`src/pkg/ecp_pkg.sv`:
```
package ecp_pkg;
	localparam int ADDR_W = 4;
	localparam int DATA_W = 8;
	localparam int NUM_PINS = 6;
	localparam int PWM_TMR_W = 8;
	localparam int CAP_TMR_W = 16;
	localparam int DUTY_W = 10;
	localparam int DB_BITS = 7;
	localparam int TOSC_NS = 100;
	localparam int INSTR_NS = 400;
	localparam int INSTR_CYC = INSTR_NS / TOSC_NS;
	localparam logic [1:0] Q_LAST = 2'(INSTR_CYC - 1);
	// Register offsets
	localparam logic [3:0] OFF_CTRL = 4'h0;
	localparam logic [3:0] OFF_PAIR_LO = 4'h1;
	localparam logic [3:0] OFF_PAIR_HI = 4'h2;
	localparam logic [3:0] OFF_PER2 = 4'h3;
	localparam logic [3:0] OFF_PER4 = 4'h4;
	localparam logic [3:0] OFF_DEAD = 4'h5;
	localparam logic [3:0] OFF_T3CTL = 4'h6;
	localparam logic [3:0] OFF_PINSET = 4'h7;
	localparam logic [3:0] OFF_STATUS = 4'h8;
	localparam logic [7:0] RST_BYTE = 8'h00;
	// Control fields
	localparam int CFG_HI = 7;
	localparam int CFG_LO = 6;
	localparam int DLSB_HI = 5;
	localparam int DLSB_LO = 4;
	localparam logic [1:0] CFG_SINGLE = 2'h0;
	localparam logic [1:0] CFG_FWD = 2'h1;
	localparam logic [1:0] CFG_HALF = 2'h2;
	localparam logic [1:0] CFG_REV = 2'h3;
	localparam logic [1:0] PFX_PWM = 2'h3;
	localparam logic [3:0] MODE_OFF = 4'h0;
	localparam logic [3:0] CMP_TOGGLE = 4'h2;
	localparam logic [3:0] CAP_FALL = 4'h4;
	localparam logic [3:0] CAP_RISE = 4'h5;
	localparam logic [3:0] CAP_RISE4 = 4'h6;
	localparam logic [3:0] CAP_RISE16 = 4'h7;
	localparam logic [3:0] CMP_SET = 4'h8;
	localparam logic [3:0] CMP_CLR = 4'h9;
	localparam logic [3:0] CMP_FLAG = 4'ha;
	localparam logic [3:0] CMP_TRIG = 4'hb;
	localparam logic [3:0] PRE4_LAST = 4'h3;
	localparam logic [3:0] PRE16_LAST = 4'hf;
	// Third timer control, pin setup and status bits
	localparam int TC_CAP_ON = 0;
	localparam int TC_PWM_ON = 1;
	localparam int TC_SEL = 3;
	localparam int PS_MAP = 0;
	localparam int PS_LARGE = 1;
	localparam int PS_MCU = 2;
	localparam int PS_E4ADR = 3;
	localparam int PS_E3ADR = 4;
	localparam int ST_FLAG = 0;
	localparam int ST_RUN = 1;
	// Pin indices
	localparam int PIN_G0 = 0;
	localparam int PIN_E4 = 1;
	localparam int PIN_E3 = 2;
	localparam int PIN_G3 = 3;
	localparam int PIN_H5 = 4;
	localparam int PIN_H4 = 5;

	typedef struct packed {
		logic [ADDR_W-1:0] addr;
		logic [DATA_W-1:0] wdata;
		logic wr;
		logic rd;
	} ecp_bus_t;

	typedef struct packed {
		logic [NUM_PINS-1:0] lvl;
		logic [NUM_PINS-1:0] own;
	} ecp_pins_t;

	typedef struct packed {
		logic [1:0] q;
		logic [DATA_W-1:0] ctrl;
		logic [DATA_W-1:0] plo;
		logic [DATA_W-1:0] phi;
		logic [DATA_W-1:0] tctl;
		logic [DATA_W-1:0] pset;
		logic cflag;
		logic [1:0][PWM_TMR_W-1:0] per;
		logic [1:0][PWM_TMR_W-1:0] ptmr;
		logic [1:0][CAP_TMR_W-1:0] t16;
		logic [DB_BITS-1:0] db_buf;
		logic [DB_BITS-1:0] db_act;
		logic db_pend;
		logic [DB_BITS-1:0] db_cnt;
		logic [DUTY_W-1:0] duty_act;
		logic [1:0] cfg_act;
		logic [1:0] pol_act;
		logic run;
		logic raw;
		logic [INSTR_CYC-1:0] shf;
		logic pd_prev;
		logic cmp_out;
		logic [3:0] cap_cnt;
		logic [1:0] cap_sync;
		logic cap_prev;
		ecp_pins_t pins;
		logic [DATA_W-1:0] rdata;
	} ecp_state_t;
endpackage

```
`src/rtl/ecp_core.sv`:
```
// Implementation choices: the placing of the registers and the plain strobed port.
`timescale 1ns/1ps
module ecp_core #(
	parameter int DB_W = ecp_pkg::DB_BITS
) (
	// Clock and reset
	input wire logic clk_in,
	input wire logic reset_in,
	// Register port
	input wire ecp_pkg::ecp_bus_t bus_in,
	output logic [ecp_pkg::DATA_W-1:0] rdata_out,
	// Capture pin and neighbour unit
	input wire logic capture_pin_in,
	input wire logic nbr_out_in,
	input wire logic nbr_active_in,
	// Pin drive
	output ecp_pkg::ecp_pins_t pins_out
);
	import ecp_pkg::*;

	generate
		if (DB_W < 1 || DB_W > DB_BITS) begin : g_bad_db
			$error("DB_W out of range");
		end
	endgenerate

	localparam logic [DB_BITS-1:0] DB_MASK = DB_BITS'((1 << DB_W) - 1);

	function automatic logic is_pwm(input logic [DATA_W-1:0] c);
		return c[3:2] == PFX_PWM;
	endfunction

	function automatic logic is_quad(input logic [DATA_W-1:0] c);
		return is_pwm(c) && c[CFG_LO];
	endfunction

	function automatic logic is_dual(input logic [DATA_W-1:0] c);
		return is_pwm(c) && c[CFG_HI:CFG_LO] == CFG_HALF;
	endfunction

	ecp_state_t s;
	ecp_state_t next_s;
	logic ien;
	logic tsel;
	logic pwm_on;
	logic bnd;
	logic dmatch;
	logic trig;
	logic pd;
	logic [DUTY_W-1:0] duty_buf;

	assign ien = s.q == Q_LAST;
	assign tsel = s.tctl[TC_SEL];
	assign pwm_on = is_pwm(s.ctrl);
	assign bnd = ien && s.tctl[TC_PWM_ON] && s.ptmr[tsel] == s.per[tsel];
	// Looks one clock ahead, the output register adds that clock back
	assign dmatch = s.run && 10'({s.ptmr[tsel], s.q} + 10'h001) == s.duty_act;
	assign duty_buf = {s.plo, s.ctrl[DLSB_HI:DLSB_LO]};
	assign trig = ien && s.ctrl[3:0] == CMP_TRIG && s.t16[tsel] == {s.phi, s.plo};
	assign pd = s.shf[INSTR_CYC-1];

	always_comb begin
		logic [3:0] act;
		logic rise;
		logic fall;
		logic cap_ev;
		logic cmatch;
		logic ext;
		logic alt;
		logic dbok;
		act = 4'h0;
		rise = s.cap_sync[1] && !s.cap_prev;
		fall = !s.cap_sync[1] && s.cap_prev;
		cap_ev = 1'b0;
		cmatch = ien && s.ctrl[3] && !s.ctrl[2] && s.t16[tsel] == {s.phi, s.plo};
		ext = s.pset[PS_LARGE] && !s.pset[PS_MCU];
		alt = s.pset[PS_LARGE] && !s.pset[PS_MAP];
		// Dead band also covers the cycle in which the edge arrives
		dbok = (pd != s.pd_prev) ? (s.db_act == '0) : (s.db_cnt == '0);
		next_s = s;
		next_s.q = s.q + 2'h1;
		next_s.cap_sync = {s.cap_sync[0], capture_pin_in};
		next_s.cap_prev = s.cap_sync[1];
		// Time bases, second and fourth timers and both 16-bit timers
		for (int i = 0; i < 2; i++) begin
			if (ien && s.tctl[TC_PWM_ON]) begin
				if (s.ptmr[i] == s.per[i]) begin
					next_s.ptmr[i] = '0;
				end else begin
					next_s.ptmr[i] = s.ptmr[i] + 8'h01;
				end
			end
			if (ien && s.tctl[TC_CAP_ON]) begin
				next_s.t16[i] = s.t16[i] + 16'h0001;
			end
		end
		if (trig) begin
			next_s.t16[tsel] = '0;
		end
		// Dead-band reload
		if (s.db_pend && (bnd || dmatch)) begin
			next_s.db_act = s.db_buf;
			next_s.db_pend = 1'b0;
		end
		// Register writes
		if (bus_in.wr) begin
			case (bus_in.addr)
				OFF_CTRL: begin
					next_s.ctrl = bus_in.wdata;
				end
				OFF_PAIR_LO: begin
					next_s.plo = bus_in.wdata;
				end
				OFF_PAIR_HI: begin
					if (!pwm_on) begin
						next_s.phi = bus_in.wdata;
					end
				end
				OFF_PER2: begin
					next_s.per[0] = bus_in.wdata;
				end
				OFF_PER4: begin
					next_s.per[1] = bus_in.wdata;
				end
				OFF_DEAD: begin
					next_s.db_buf = bus_in.wdata[DB_BITS-1:0] & DB_MASK;
					next_s.db_pend = 1'b1;
				end
				OFF_T3CTL: begin
					next_s.tctl = bus_in.wdata;
				end
				OFF_PINSET: begin
					next_s.pset = bus_in.wdata;
				end
				OFF_STATUS: begin
					if (bus_in.wdata[ST_FLAG]) begin
						next_s.cflag = 1'b0;
					end
				end
				default: begin
				end
			endcase
		end
		// PWM engine
		if (!pwm_on) begin
			next_s.run = 1'b0;
			next_s.raw = 1'b0;
		end else if (bnd) begin
			next_s.run = 1'b1;
			next_s.duty_act = duty_buf;
			next_s.phi = duty_buf[DUTY_W-1:2];
			next_s.cfg_act = s.ctrl[CFG_HI:CFG_LO];
			next_s.pol_act = s.ctrl[1:0];
			next_s.raw = duty_buf != '0;
		end else if (dmatch) begin
			next_s.raw = 1'b0;
		end
		next_s.shf = {s.shf[INSTR_CYC-2:0], s.raw};
		next_s.pd_prev = pd;
		if (pd != s.pd_prev) begin
			next_s.db_cnt = s.db_act;
		end else if (ien && s.db_cnt != '0) begin
			next_s.db_cnt = s.db_cnt - 7'h01;
		end
		// Capture and compare
		if (s.ctrl[3:2] == 2'h1) begin
			if ((s.ctrl[3:0] == CAP_RISE4 || s.ctrl[3:0] == CAP_RISE16) && rise) begin
				next_s.cap_cnt = s.cap_cnt + 4'h1;
			end
			case (s.ctrl[3:0])
				CAP_FALL: cap_ev = fall;
				CAP_RISE: cap_ev = rise;
				CAP_RISE4: cap_ev = rise && s.cap_cnt[1:0] == PRE4_LAST[1:0];
				CAP_RISE16: cap_ev = rise && s.cap_cnt == PRE16_LAST;
				default: cap_ev = 1'b0;
			endcase
		end else begin
			next_s.cap_cnt = '0;
		end
		if (cap_ev) begin
			{next_s.phi, next_s.plo} = s.t16[tsel];
			next_s.cflag = 1'b1;
		end
		if (ien && s.ctrl[3:0] == CMP_TOGGLE && s.t16[tsel] == {s.phi, s.plo}) begin
			next_s.cmp_out = !s.cmp_out;
			next_s.cflag = 1'b1;
		end
		if (cmatch) begin
			next_s.cflag = 1'b1;
			if (s.ctrl[3:0] == CMP_SET) begin
				next_s.cmp_out = 1'b1;
			end else if (s.ctrl[3:0] == CMP_CLR) begin
				next_s.cmp_out = 1'b0;
			end
		end
		// Output shaping per configuration
		if (s.run) begin
			case (s.cfg_act)
				CFG_SINGLE: act = {3'h0, s.raw};
				CFG_HALF: act = {2'h0, !pd && dbok, pd && dbok};
				CFG_FWD: act = {pd, 2'h0, 1'b1};
				CFG_REV: act = {1'b0, 1'b1, pd, 1'b0};
				default: act = 4'h0;
			endcase
		end
		// Pin routing
		next_s.pins.own = '0;
		next_s.pins.lvl = '0;
		if (pwm_on) begin
			next_s.pins.own[PIN_G0] = 1'b1;
			next_s.pins.lvl[PIN_G0] = act[0] ^ s.pol_act[1];
		end else if (s.ctrl[3:0] != MODE_OFF) begin
			next_s.pins.own[PIN_G0] = 1'b1;
			next_s.pins.lvl[PIN_G0] = s.cmp_out;
		end
		if (is_dual(s.ctrl) || is_quad(s.ctrl)) begin
			if (alt) begin
				next_s.pins.own[PIN_H5] = 1'b1;
				next_s.pins.lvl[PIN_H5] = act[1] ^ s.pol_act[0];
			end else if (!(ext && s.pset[PS_E4ADR])) begin
				next_s.pins.own[PIN_E4] = 1'b1;
				next_s.pins.lvl[PIN_E4] = act[1] ^ s.pol_act[0];
			end
		end
		if (is_quad(s.ctrl)) begin
			if (alt) begin
				next_s.pins.own[PIN_H4] = 1'b1;
				next_s.pins.lvl[PIN_H4] = act[2] ^ s.pol_act[1];
			end else if (!(ext && s.pset[PS_E3ADR])) begin
				next_s.pins.own[PIN_E3] = 1'b1;
				next_s.pins.lvl[PIN_E3] = act[2] ^ s.pol_act[1];
			end
			next_s.pins.own[PIN_G3] = 1'b1;
			next_s.pins.lvl[PIN_G3] = nbr_active_in ? nbr_out_in : act[3] ^ s.pol_act[0];
		end
		// Read port, pins left clear stay with port logic
		next_s.rdata = '0;
		if (bus_in.rd) begin
			case (bus_in.addr)
				OFF_CTRL: next_s.rdata = s.ctrl;
				OFF_PAIR_LO: next_s.rdata = s.plo;
				OFF_PAIR_HI: next_s.rdata = s.phi;
				OFF_PER2: next_s.rdata = s.per[0];
				OFF_PER4: next_s.rdata = s.per[1];
				OFF_DEAD: next_s.rdata = {1'b0, s.db_buf};
				OFF_T3CTL: next_s.rdata = s.tctl;
				OFF_PINSET: next_s.rdata = s.pset;
				OFF_STATUS: next_s.rdata = {6'h00, s.run, s.cflag};
				default: next_s.rdata = '0;
			endcase
		end
	end

	always_ff @(posedge clk_in) begin
		if (reset_in) begin
			s <= '0;
		end else begin
			s <= next_s;
		end
	end

	assign rdata_out = s.rdata;
	assign pins_out = s.pins;
endmodule

```
`config.mk`:
```
export PLATFORM = sky130hd
export DESIGN_NAME = ecp_core
export DESIGN_NICKNAME = d
export VERILOG_FILES = /design/src/pkg/ecp_pkg.sv /design/src/rtl/ecp_core.sv
export SDC_FILE = /design/constraint.sdc
export NUM_CORES = 1
export LEC_CHECK = 0
export BUFFER_PORTS_ARGS = -buffer_cell sky130_fd_sc_hd__buf_2
export CAP_MARGIN = 0
export CORE_MARGIN = 10
export CORE_UTILIZATION = 43
export DETAILED_ROUTE_END_ITERATION = 8
export PLACE_DENSITY_LB_ADDON = 0.12
export SETUP_SLACK_MARGIN = 0.02
export SLEW_MARGIN = 10
export SYNTH_ARGS = -nofsm -noshare
export SYNTH_HDL_FRONTEND = slang
export SYNTH_SLANG_ARGS = --single-unit
```
`constraint.sdc`:
```
create_clock -name clk_in -period 2.67 [get_ports clk_in]
set_input_delay 0.267 -clock clk_in [delete_from_list [all_inputs] [get_ports clk_in]]
set_output_delay 0.267 -clock clk_in [all_outputs]
set_load 0.03 [all_outputs]
```
== Word-level counts from Yosys, hierarchy flattened ==
Index checks and enable logic that the tools add are counted.

* Bits of input ports: 19
* Output and inout bits: 20
* Flip-flop bits (word level): 178
* Logic and storage cells: 220

* Magnitude comparators: 2
* Multiplexer cells: 56
* Bitwise operators: 12
* $add $sub $neg: 8
* Reductions and logical operators: 71
* Eq/ne operators: 31

{| class="wikitable"
|+ Operators with widths
! cell !! count
|-
| 8-bit 2-to-1 mux || 15
|-
| 16-bit 2-to-1 mux || 6
|-
| 8-bit case mux with 9 select lines || 1
|-
| 49-bit 2-to-1 mux || 1
|-
| 16-bit by 1-bit adder with 16-bit output (second input constant) || 2
|-
| 32-bit bitwise AND || 1
|-
| 4-bit by 3-bit equality test with 1-bit output (second input constant) || 8
|-
| 32-bit 2-to-1 mux || 1
|-
| 32-bit NOT || 1
|-
| 1-bit logical AND || 27
|-
| 1-bit 2-to-1 mux || 25
|-
| 8-bit equality test || 3
|-
| 4-bit equality test (second input constant) || 5
|-
| 8-bit by 1-bit adder with 8-bit output (second input constant) || 2
|-
| 16-bit demux with 1-bit select || 1
|-
| 16-bit equality test || 1
|-
| 4-bit case mux with 4 select lines || 1
|-
| 2-bit AND reduction || 8
|-
| 4-bit nonzero test || 4
|-
| 7-bit logical NOT || 2
|-
| 7-bit 2-to-1 mux || 2
|-
| 2-bit equality test (second input constant) || 6
|-
| 4-bit by 2-bit equality test with 1-bit output (second input constant) || 3
|-
| 3-bit OR reduction || 4
|-
| other kinds (25) || 50
|}

== Longest topological paths before layout ==
Gate-level depths: netlist (run 1).

* Depth after elaboration: 10
* Mapped depth: 11
* Gate-level depth less buffers: 9

== Worst setup path before layout (run 1) ==
Ideal clock, no wire load.

* Kind: reg-to-reg
* From: register s[49] (netlist name)
* To: register s (netlist bit pins_out[6])
* Path slack: 0.301 ns
* Required time: 2.553 ns
* Stages on the path, launching flop included: 10
* Period minus slack after synthesis: 2.369 ns
* Arrival time: 2.251 ns
* Library setup time: 0.117 ns
* Cells stage by stage: dfxtp_1 -> inv_1 -> ha_1 -> or4b_1 -> or4b_1 -> a211o_1 -> o22ai_1 -> nand2_1 -> xnor2_1 -> a32o_1

* Longest elaborated chain between the ends: 7

{| class="wikitable"
|+ RTL lines
! element !! RTL line !! source
|-
| from (decl) || ecp_core.sv:41 || <nowiki>ecp_state_t s;</nowiki>
|-
| from (signal assigned) || ecp_core.sv:258 || <nowiki>s <= next_s;</nowiki>
|-
| 7-bit logical NOT || ecp_core.sv:79 || <nowiki>dbok = (pd != s.pd_prev) ? (s.db_act == '0) : (s.db_cnt == '0);</nowiki>
|-
| 1-bit 2-to-1 mux || ecp_core.sv:79 ||
|-
| 1-bit logical AND || ecp_core.sv:200 || <nowiki>CFG_HALF: act = {2'h0, !pd && dbok, pd && dbok};</nowiki>
|-
| 4-bit case mux with 4 select lines || ecp_core.sv:198 || <nowiki>case (s.cfg_act)</nowiki>
|-
| 4-bit 2-to-1 mux || ecp_core.sv:197 || <nowiki>if (s.run) begin</nowiki>
|-
| 1-bit bitwise XOR || ecp_core.sv:211 || <nowiki>next_s.pins.lvl[PIN_G0] = act[0] ^ s.pol_act[1];</nowiki>
|-
| 1-bit 2-to-1 mux || ecp_core.sv:209 || <nowiki>if (pwm_on) begin</nowiki>
|}

Every way passes these cells.
A chain may end at the register's enable or synchronous reset.

== Worst setup path after layout (run 1) ==
* From: register s[50] (netlist name)
* To: register s (netlist bit pins_out[6])

The elaborated chain is that of the path after synthesis.

==> qor.txt, run 1 <==
======================================================================================
Status                                                                       completed
Max Cap Violations                                                                   0
Root buffer cell                                                          sky130_fd_sc_hd__clkbuf_16
DRT Pass-1 Iters                                                                     5
Synth-to-Final Area Change                                                       11.8%
CTS tree                                                                         built
Number of logic stages on the critical path including buffering                      9
Worst-Skew Late Latency                                                        0.43 ns
Number of filler instances in the final layout                                    2019
Number of unique standard cell types used by synthesis                              65
Sequential power share                                                           49.6%
Net switching fraction of the power                                              22.9%
Worst hold path startpoint                                                capture_pin_in
# IOs                                                                               39
Library cell contributing the largest single delay on the critical path   sky130_fd_sc_hd__or4b_1
Type of element capturing the critical path                                  flip-flop
Post-synthesis sequential element count                                            178
Post-synth top flop                                                       sky130_fd_sc_hd__dfxtp_1
Worst Setup Start Kind                                                       flip-flop
Average size of a mapped cell                                                8.83 um^2
Worst path top cell family by delay                                       simple AND/OR/NAND/NOR gates
Placed Cells incl. Taps                                                           1280
Number of slew-limit violations in the final report                                  0
Leading cell types in the layout, fill and taps excluded                  sky130_fd_sc_hd__dfxtp_1 (177), sky130_fd_sc_hd__nor2_1 (153), sky130_fd_sc_hd__mux2i_1 (108), sky130_fd_sc_hd__nand2_1 (71), sky130_fd_sc_hd__xnor2_1 (60)
Portion of the post-synthesis area used by sequential elements                   39.9%
Hold_ws                                                                      0.0405 ns
Length in cells of the worst reg-to-reg path                                         9
Critical setup path kind                                                  flip-flop to flip-flop
FF+latch area                                                             0.00357 mm^2
Post-synthesis cell count                                                         1012
Total chip power                                                               5.42 mW
Total routing resource utilization after global routing                          18.4%
Share of the cycle needed by the critical path after routing                     93.9%
Flop-to-flop setup slack                                                       0.16 ns
Nets@finish                                                                       1056
Total Routed Length                                                            24.4 mm
Final instance area                                                        0.0100 mm^2
Cell area after placement                                                 0.00942 mm^2
Part of the power in the clock network                                           45.7%
Area used by multi-input combinational logic                              0.00493 mm^2
Cell area after synthesis                                                 0.00894 mm^2
Final worst path period need                                                   2.51 ns
Number of nets with antenna violations after routing                                 0
Worst r2r src                                                             s[50]$_SDFFE_PP0P_
Initial DRC Count                                                                  446
Area share of the largest cell type after synthesis                              39.9%
Unrepaired setup endpoints after global routing                                     no
Power share of the combinational group                                            4.7%
Die area                                                                   0.0270 mm^2
VDD IR max                                                                    0.359 mV
Most frequent standard cell in the layout excluding fill and tap cells    sky130_fd_sc_hd__dfxtp_1
Non-filler cells in the finished layout                                           1310
Internal portion of total power                                                4.18 mW
Clock tree sinks                                                                   178
TNS Setup                                                                         0 ns
Combined buffer and inverter count along the critical path                           1
Crit. Startpoint                                                          s[50]$_SDFFE_PP0P_
Worst slew margin relative to its limit                                          58.2%
Maximum clock rate                                                             399 MHz
Top cells by area, synth                                                  sky130_fd_sc_hd__dfxtp_1 (40%), sky130_fd_sc_hd__mux2i_1 (12%), sky130_fd_sc_hd__nor2_1 (6.4%)
Placeable Area                                                             0.0204 mm^2
Dpl hpwl                                                                       17.7 mm
Final clock skew                                                             0.0101 ns
Synthesized netlist net count                                                     1039
Vias in the first global route                                                    6889
Wire length of the first global-routing pass                                   39.0 mm
Critical Path, Cell by Cell                                               inv_1 > ha_1 > or4b_1 > or4b_1 > a211o_1 > o22ai_1 > nand2_1 > xnor2_1 > a32o_1
Power Density                                                              542 mW/mm^2
Crit-path most repeated cell                                              sky130_fd_sc_hd__or4b_1
Average via count per standard cell                                               5.34
Final Hold Vio Count                                                                 0
Routed WL per cell                                                             18.6 um
Largest incremental delay on the critical path                                 0.53 ns
Post-synth EDFFs                                                                     0
Endpoint required time on the critical path                                    2.99 ns
Global placer's final weighted congestion                                        0.917
Post-CTS Setup Repair Bufs                                                           0
Worst EP arrival                                                               2.83 ns
Sum of overflow across all layers after global routing                               0
Largest net degree at the start of global routing                                   54
Switch Pwr                                                                     1.24 mW
Number of placement rows                                                            52
Synthesis warning total                                                              0
Share of final-layout standard cells stronger than drive strength 1              13.8%
Measured slew at the worst slew-check pin                                     0.623 ns
Final-report setup violation count                                                   0
Largest fanout on the critical path                                                  3
Cell leakage power                                                             3.80 nW
Post-route DRC                                                                       0
Cts bufs inserted                                                                   17
Worst hold path class                                                     input port to flip-flop
Destination of the critical timing path                                   pins_out[6]$_SDFF_PP0_
Share of flip-flops with an asynchronous set or reset after synthesis               0%
Die Width                                                                       164 um
Y dimension of the die                                                          164 um
Max Buffers Root-to-Sink                                                             2
Initial Util                                                                     43.9%
Reg-to-reg critical path endpoint                                         pins_out[6]$_SDFF_PP0_
Post-synthesis cell type with the largest combined area                   sky130_fd_sc_hd__dfxtp_1
CTS H-tree lvls                                                                      4
Count of input and output buffers                                                   38
Register clock-pin slew on the reported worst setup and hold paths             0.07 ns
Total vias in the final route                                                     7000
Number of antenna diodes                                                             0
Number of antenna violations at the first check in global routing                    3
======================================================================================
==> worst min-delay path by stage <==
stage                            end  depth (start not counted)
6_report       next_s[22]$_SDFF_PP0_                          2
5_1_grt        next_s[22]$_SDFF_PP0_                          2
4_1_cts        next_s[22]$_SDFF_PP0_                          2
3_5_place_dp   next_s[31]$_SDFF_PP0_                          1
3_3_place_gp   next_s[32]$_SDFF_PP0_                          1
2_1_floorplan  next_s[22]$_SDFF_PP0_                          1
==> final cells by class <==
| class | count | area share [%] |
|---|---|---|
| clock inverters | 9 | 1.08 |
| flip-flops and latches | 178 | 35.7 |
| multi-input cells | 742 | 49.3 |
| well taps | 270 | 3.38 |
| inverters | 14 | 0.526 |
| clock buffers | 21 | 4.61 |
| repair buffers | 76 | 5.44 |
==> power by group through the flow <==
stage	clock, mW	sequential (mW)	combinational (mW)
after CTS	2.52	2.69	0.253
after floorplan	0	2.74	0.169
after detailed placement	0	2.75	0.252
after global routing	2.64	2.69	0.275
final	2.48	2.69	0.255
after global placement	0	2.75	0.252
==> timing repair <==
action,in CTS,in global routing
hold buffers,0,0
setup endpoints to repair,0,42
gates resized for setup,0,4
==> per-stage QoR <==
step                      util (%)  worst slack [ns]
after floorplan                  -             0.301
after global placement        46.3             0.125
after detailed placement      46.3             0.108
after CTS                     49.0            0.0508
after global routing          49.1            0.0433
final                         49.1             0.163
==> cell usage after synthesis, drive strengths merged (2+ instances only) <==
cell,n
dfxtp,178
nor2,153
mux2i,110
nand2,71
xnor2,60
clkbuf,43
a21oi,39
xor2,39
buf,35
nand3,35
nor2b,19
nand4,17
o21ai,17
or2,17
nand2b,16
nor3,15
inv,14
mux2,12
o211ai,10
and3,9
nor4,9
a211oi,8
ha,8
and4,7
a221oi,6
nand3b,6
a22oi,5
and2,5
o22ai,5
a22o,4
a211o,3
o32ai,3
or4,3
a21boi,2
a311o,2
a31o,2
a31oi,2
a32oi,2
nor4b,2
o21a,2
o21bai,2
or4b,2
==> worst reg2reg max path, cell delays in order, from the launching register on <==
cell and delay (ns):
sky130_fd_sc_hd__dfxtp_1 0.31, sky130_fd_sc_hd__inv_1 0.09, sky130_fd_sc_hd__ha_1 0.14, sky130_fd_sc_hd__or4b_1 0.46, sky130_fd_sc_hd__or4b_1 0.53, sky130_fd_sc_hd__a211o_1 0.29
sky130_fd_sc_hd__o22ai_1 0.15, sky130_fd_sc_hd__nand2_1 0.09, sky130_fd_sc_hd__xnor2_1 0.15, sky130_fd_sc_hd__a32o_1 0.20
==> sequential cells by signal, indices dropped and copies added (netlist names) <==
register and cells:
duty_buf 10, next_s 7, pins_out 12, rdata_out 8, s 141
==> logic make-up (layout without fill, tap and decap cells) <==
kind of cell    after synthesis  after routing  share of synthesized area (%)
xor+xnor                     99             99                           9.70
simple gates                390            390                           20.9
flops                       178            178                           39.9
mux                         122            122                           14.0
fa+ha+maj                     8              8                           1.12
compound gates              123            123                           9.34
buf+inv                      92            120                           5.08
==> per-layer routing <==
metal  GRT usage, %  up-vias  wire (um)
met5              0        -         21
li1               -     3507          -
met1           23.9     3306      11200
met3           3.58       41       1200
met4           6.21        4        603
met2           30.1      142      11300
Power figures use the tool's default switching activity.
==> run 2: changes to the inputs <==
CORE_UTILIZATION = 40   (was 43)
==> qor.txt, run 2 (same netlist as run 1, synthesis figures left out) <==
=====================================================================================
Dpl hpwl                                                                      18.0 mm   was 17.7 mm
Most frequent standard cell in the layout excluding fill and tap cells   sky130_fd_sc_hd__dfxtp_1   unchanged
Leading cell types in the layout, fill and taps excluded                 sky130_fd_sc_hd__dfxtp_1 (177), sky130_fd_sc_hd__nor2_1 (153), sky130_fd_sc_hd__mux2i_1 (108), sky130_fd_sc_hd__nand2_1 (71), sky130_fd_sc_hd__xnor2_1 (60)   unchanged
Routing layer with the top usage in global route                                 met2   unchanged
Y dimension of the die                                                         169 um   was 164 um
Worst-Skew Late Latency                                                       0.44 ns   was 0.43 ns
Final Hold Vio Count                                                                0   unchanged
Wire length of the first global-routing pass                                  39.1 mm   was 39.0 mm
Share of final-layout standard cells stronger than drive strength 1             14.0%   was 13.8%
Number of placement rows                                                           54   was 52
Synth-to-Final Area Change                                                      12.7%   was 11.8%
Max Cap Violations                                                                  0   unchanged
Number of flip-flops in the largest register                                      141   unchanged
Number of antenna diodes                                                            0   unchanged
Endpoint required time on the critical path                                   3.00 ns   was 2.99 ns
Die area                                                                  0.0287 mm^2   was 0.0270 mm^2
Register clock-pin slew on the reported worst setup and hold paths            0.08 ns   was 0.07 ns
Number of slew-limit violations in the final report                                 0   unchanged
TNS Setup                                                                        0 ns   unchanged
Clock tree sinks                                                                  178   unchanged
Cell leakage power                                                            3.83 nW   was 3.80 nW
Number of antenna violations at the first check in global routing                   1   was 3
Largest fanout on the critical path                                                 4   was 3
Critical setup path kind                                                 flip-flop to flip-flop   unchanged
Total routing resource utilization after global routing                         17.2%   was 18.4%
Nets@finish                                                                      1056   unchanged
Core occupancy in the finished layout                                           46.0%   was 49.1%
VDD IR max                                                                   0.420 mV   was 0.359 mV
Count of input and output buffers                                                  38   unchanged
Share of the cycle needed by the critical path after routing                    94.0%   was 93.9%
Sum of overflow across all layers after global routing                              0   unchanged
Worst hold path class                                                    input port to flip-flop   unchanged
Unrepaired setup endpoints after global routing                                    no   unchanged
Final-report setup violation count                                                  0   unchanged
Root buffer cell                                                         sky130_fd_sc_hd__clkbuf_16   unchanged
Worst slew margin relative to its limit                                         54.3%   was 58.2%
Met2 GRT Util                                                                   28.1%   was 30.1%
Placeable Area                                                            0.0219 mm^2   was 0.0204 mm^2
Global placer's final weighted congestion                                       0.857   was 0.917
Initial DRC Count                                                                 429   was 446
Final worst path period need                                                  2.51 ns   about the same
Die Width                                                                      169 um   was 164 um
Total Routed Length                                                           24.4 mm   about the same
# IOs                                                                              39   unchanged
Power Density                                                             559 mW/mm^2   was 542 mW/mm^2
Post-route DRC                                                                      0   unchanged
Measured slew at the worst slew-check pin                                    0.681 ns   was 0.623 ns
Reg with most FFs                                                                   s   unchanged
GR Layer Usage met3                                                             3.27%   was 3.58%
Total vias in the final route                                                    6960   was 7000
Initial Util                                                                    40.8%   was 43.9%
Type of element capturing the critical path                                 flip-flop   unchanged
Number of filler instances in the final layout                                   2194   was 2019
Routed WL per cell                                                            18.4 um   was 18.6 um
Vias in the first global route                                                   6833   was 6889
CTS tree                                                                        built   unchanged
Average via count per standard cell                                              5.26   was 5.34
Cts bufs inserted                                                                  17   unchanged
Worst EP arrival                                                              2.84 ns   was 2.83 ns
Met1 track utilization from global routing                                      22.4%   was 23.9%
Worst Setup Start Kind                                                      flip-flop   unchanged
Status                                                                      completed   unchanged
DRT Pass-1 Iters                                                                    5   unchanged
Max Buffers Root-to-Sink                                                            2   unchanged
Maximum clock rate                                                            398 MHz   was 399 MHz
Number of nets with antenna violations after routing                                0   unchanged
CTS H-tree lvls                                                                     4   unchanged
Largest net degree at the start of global routing                                  55   was 54
Final clock skew                                                            0.0101 ns   about the same
=====================================================================================
[run 2: cell types whose count changed in the layout (fill, tap and decap cells not counted), moves of 2 or more]
cell and change:
sky130_fd_sc_hd__clkinv_2 -3, sky130_fd_sc_hd__clkbuf_8 -2, sky130_fd_sc_hd__clkbuf_1 -2, sky130_fd_sc_hd__inv_8 +4
sky130_fd_sc_hd__inv_6 +2, sky130_fd_sc_hd__clkinv_8 +4, sky130_fd_sc_hd__clkinvlp_4 -2
[run 2: critical path: stages (launching register included)]
cell	delay, ns
sky130_fd_sc_hd__dfxtp_1	0.30
sky130_fd_sc_hd__inv_1	0.11
sky130_fd_sc_hd__ha_1	0.15
sky130_fd_sc_hd__or4b_1	0.45
sky130_fd_sc_hd__or4b_1	0.53
sky130_fd_sc_hd__a211o_1	0.29
sky130_fd_sc_hd__o22ai_1	0.15
sky130_fd_sc_hd__nand2_1	0.08
sky130_fd_sc_hd__xnor2_1	0.15
sky130_fd_sc_hd__a32o_1	0.20
[run 2: final cells by class]
cell class / count / area, um^2 / share of cell area [%]
Multi-Input combinational cell: 742 / 4930 / 48.9
Sequential cell: 178 / 3570 / 35.4
Timing Repair Buffer: 76 / 541 / 5.36
Clock buffer: 17 / 425 / 4.22
Tap cell: 280 / 350 / 3.48
Clock inverter: 15 / 214 / 2.12
Inverter: 14 / 52.6 / 0.521
[run 2: report_power, final]
part / internal (mW) / total, mW / switching [mW]
Clock: 1.45 / 2.69 / 1.24
Combinational: 0.0908 / 0.253 / 0.162
Sequential: 2.67 / 2.69 / 0.0216
[run 2: routing by layer]
metal / up-vias / wire length (um)
li1: 3514 / -
met2: 134 / 11500
met5: - / 12
met3: 33 / 1020
met1: 3277 / 11300
met4: 2 / 511
[run 2: timing repair]
item	4_1_cts	5_1_grt
setup buffers	0	0
hold buffers	0	0
hold endpoints to repair	0	0
endpoints found under the setup margin	0	41
gates resized for setup	0	2
[run 2: final timing paths]
check	slack, ns	startpoint	cells after the start	to
worst max-delay path	0.16	s[49]$_SDFFE_PP0P_	9	pins_out[6]$_SDFF_PP0_
worst min-delay path	0.05	nbr_out_in	3	pins_out[9]$_SDFF_PP0_
worst max register to register	0.16	s[49]$_SDFFE_PP0P_	9	pins_out[6]$_SDFF_PP0_
worst min register to register	0.44	next_s[32]$_SDFF_PP0_	1	next_s[28]$_SDFF_PP0_
[run 2: metrics by stage]
| step | cell area, um^2 | power, mW | cells | worst slack [ns] | hold slack [ns] |
|---|---|---|---|---|---|
| floorplan | 8940 | 2.91 | 1012 | 0.301 | 0.395 |
| global placement | 9430 | 3.01 | 1290 | 0.0365 | 0.414 |
| detailed placement | 9430 | 3.00 | 1290 | 0.0402 | 0.435 |
| CTS | 10100 | 5.69 | 1322 | 0.0348 | 0.0374 |
| global route | 10100 | 5.83 | 1322 | 0.0291 | 0.0693 |
| finish | 10100 | 5.64 | 1322 | 0.159 | 0.0485 |
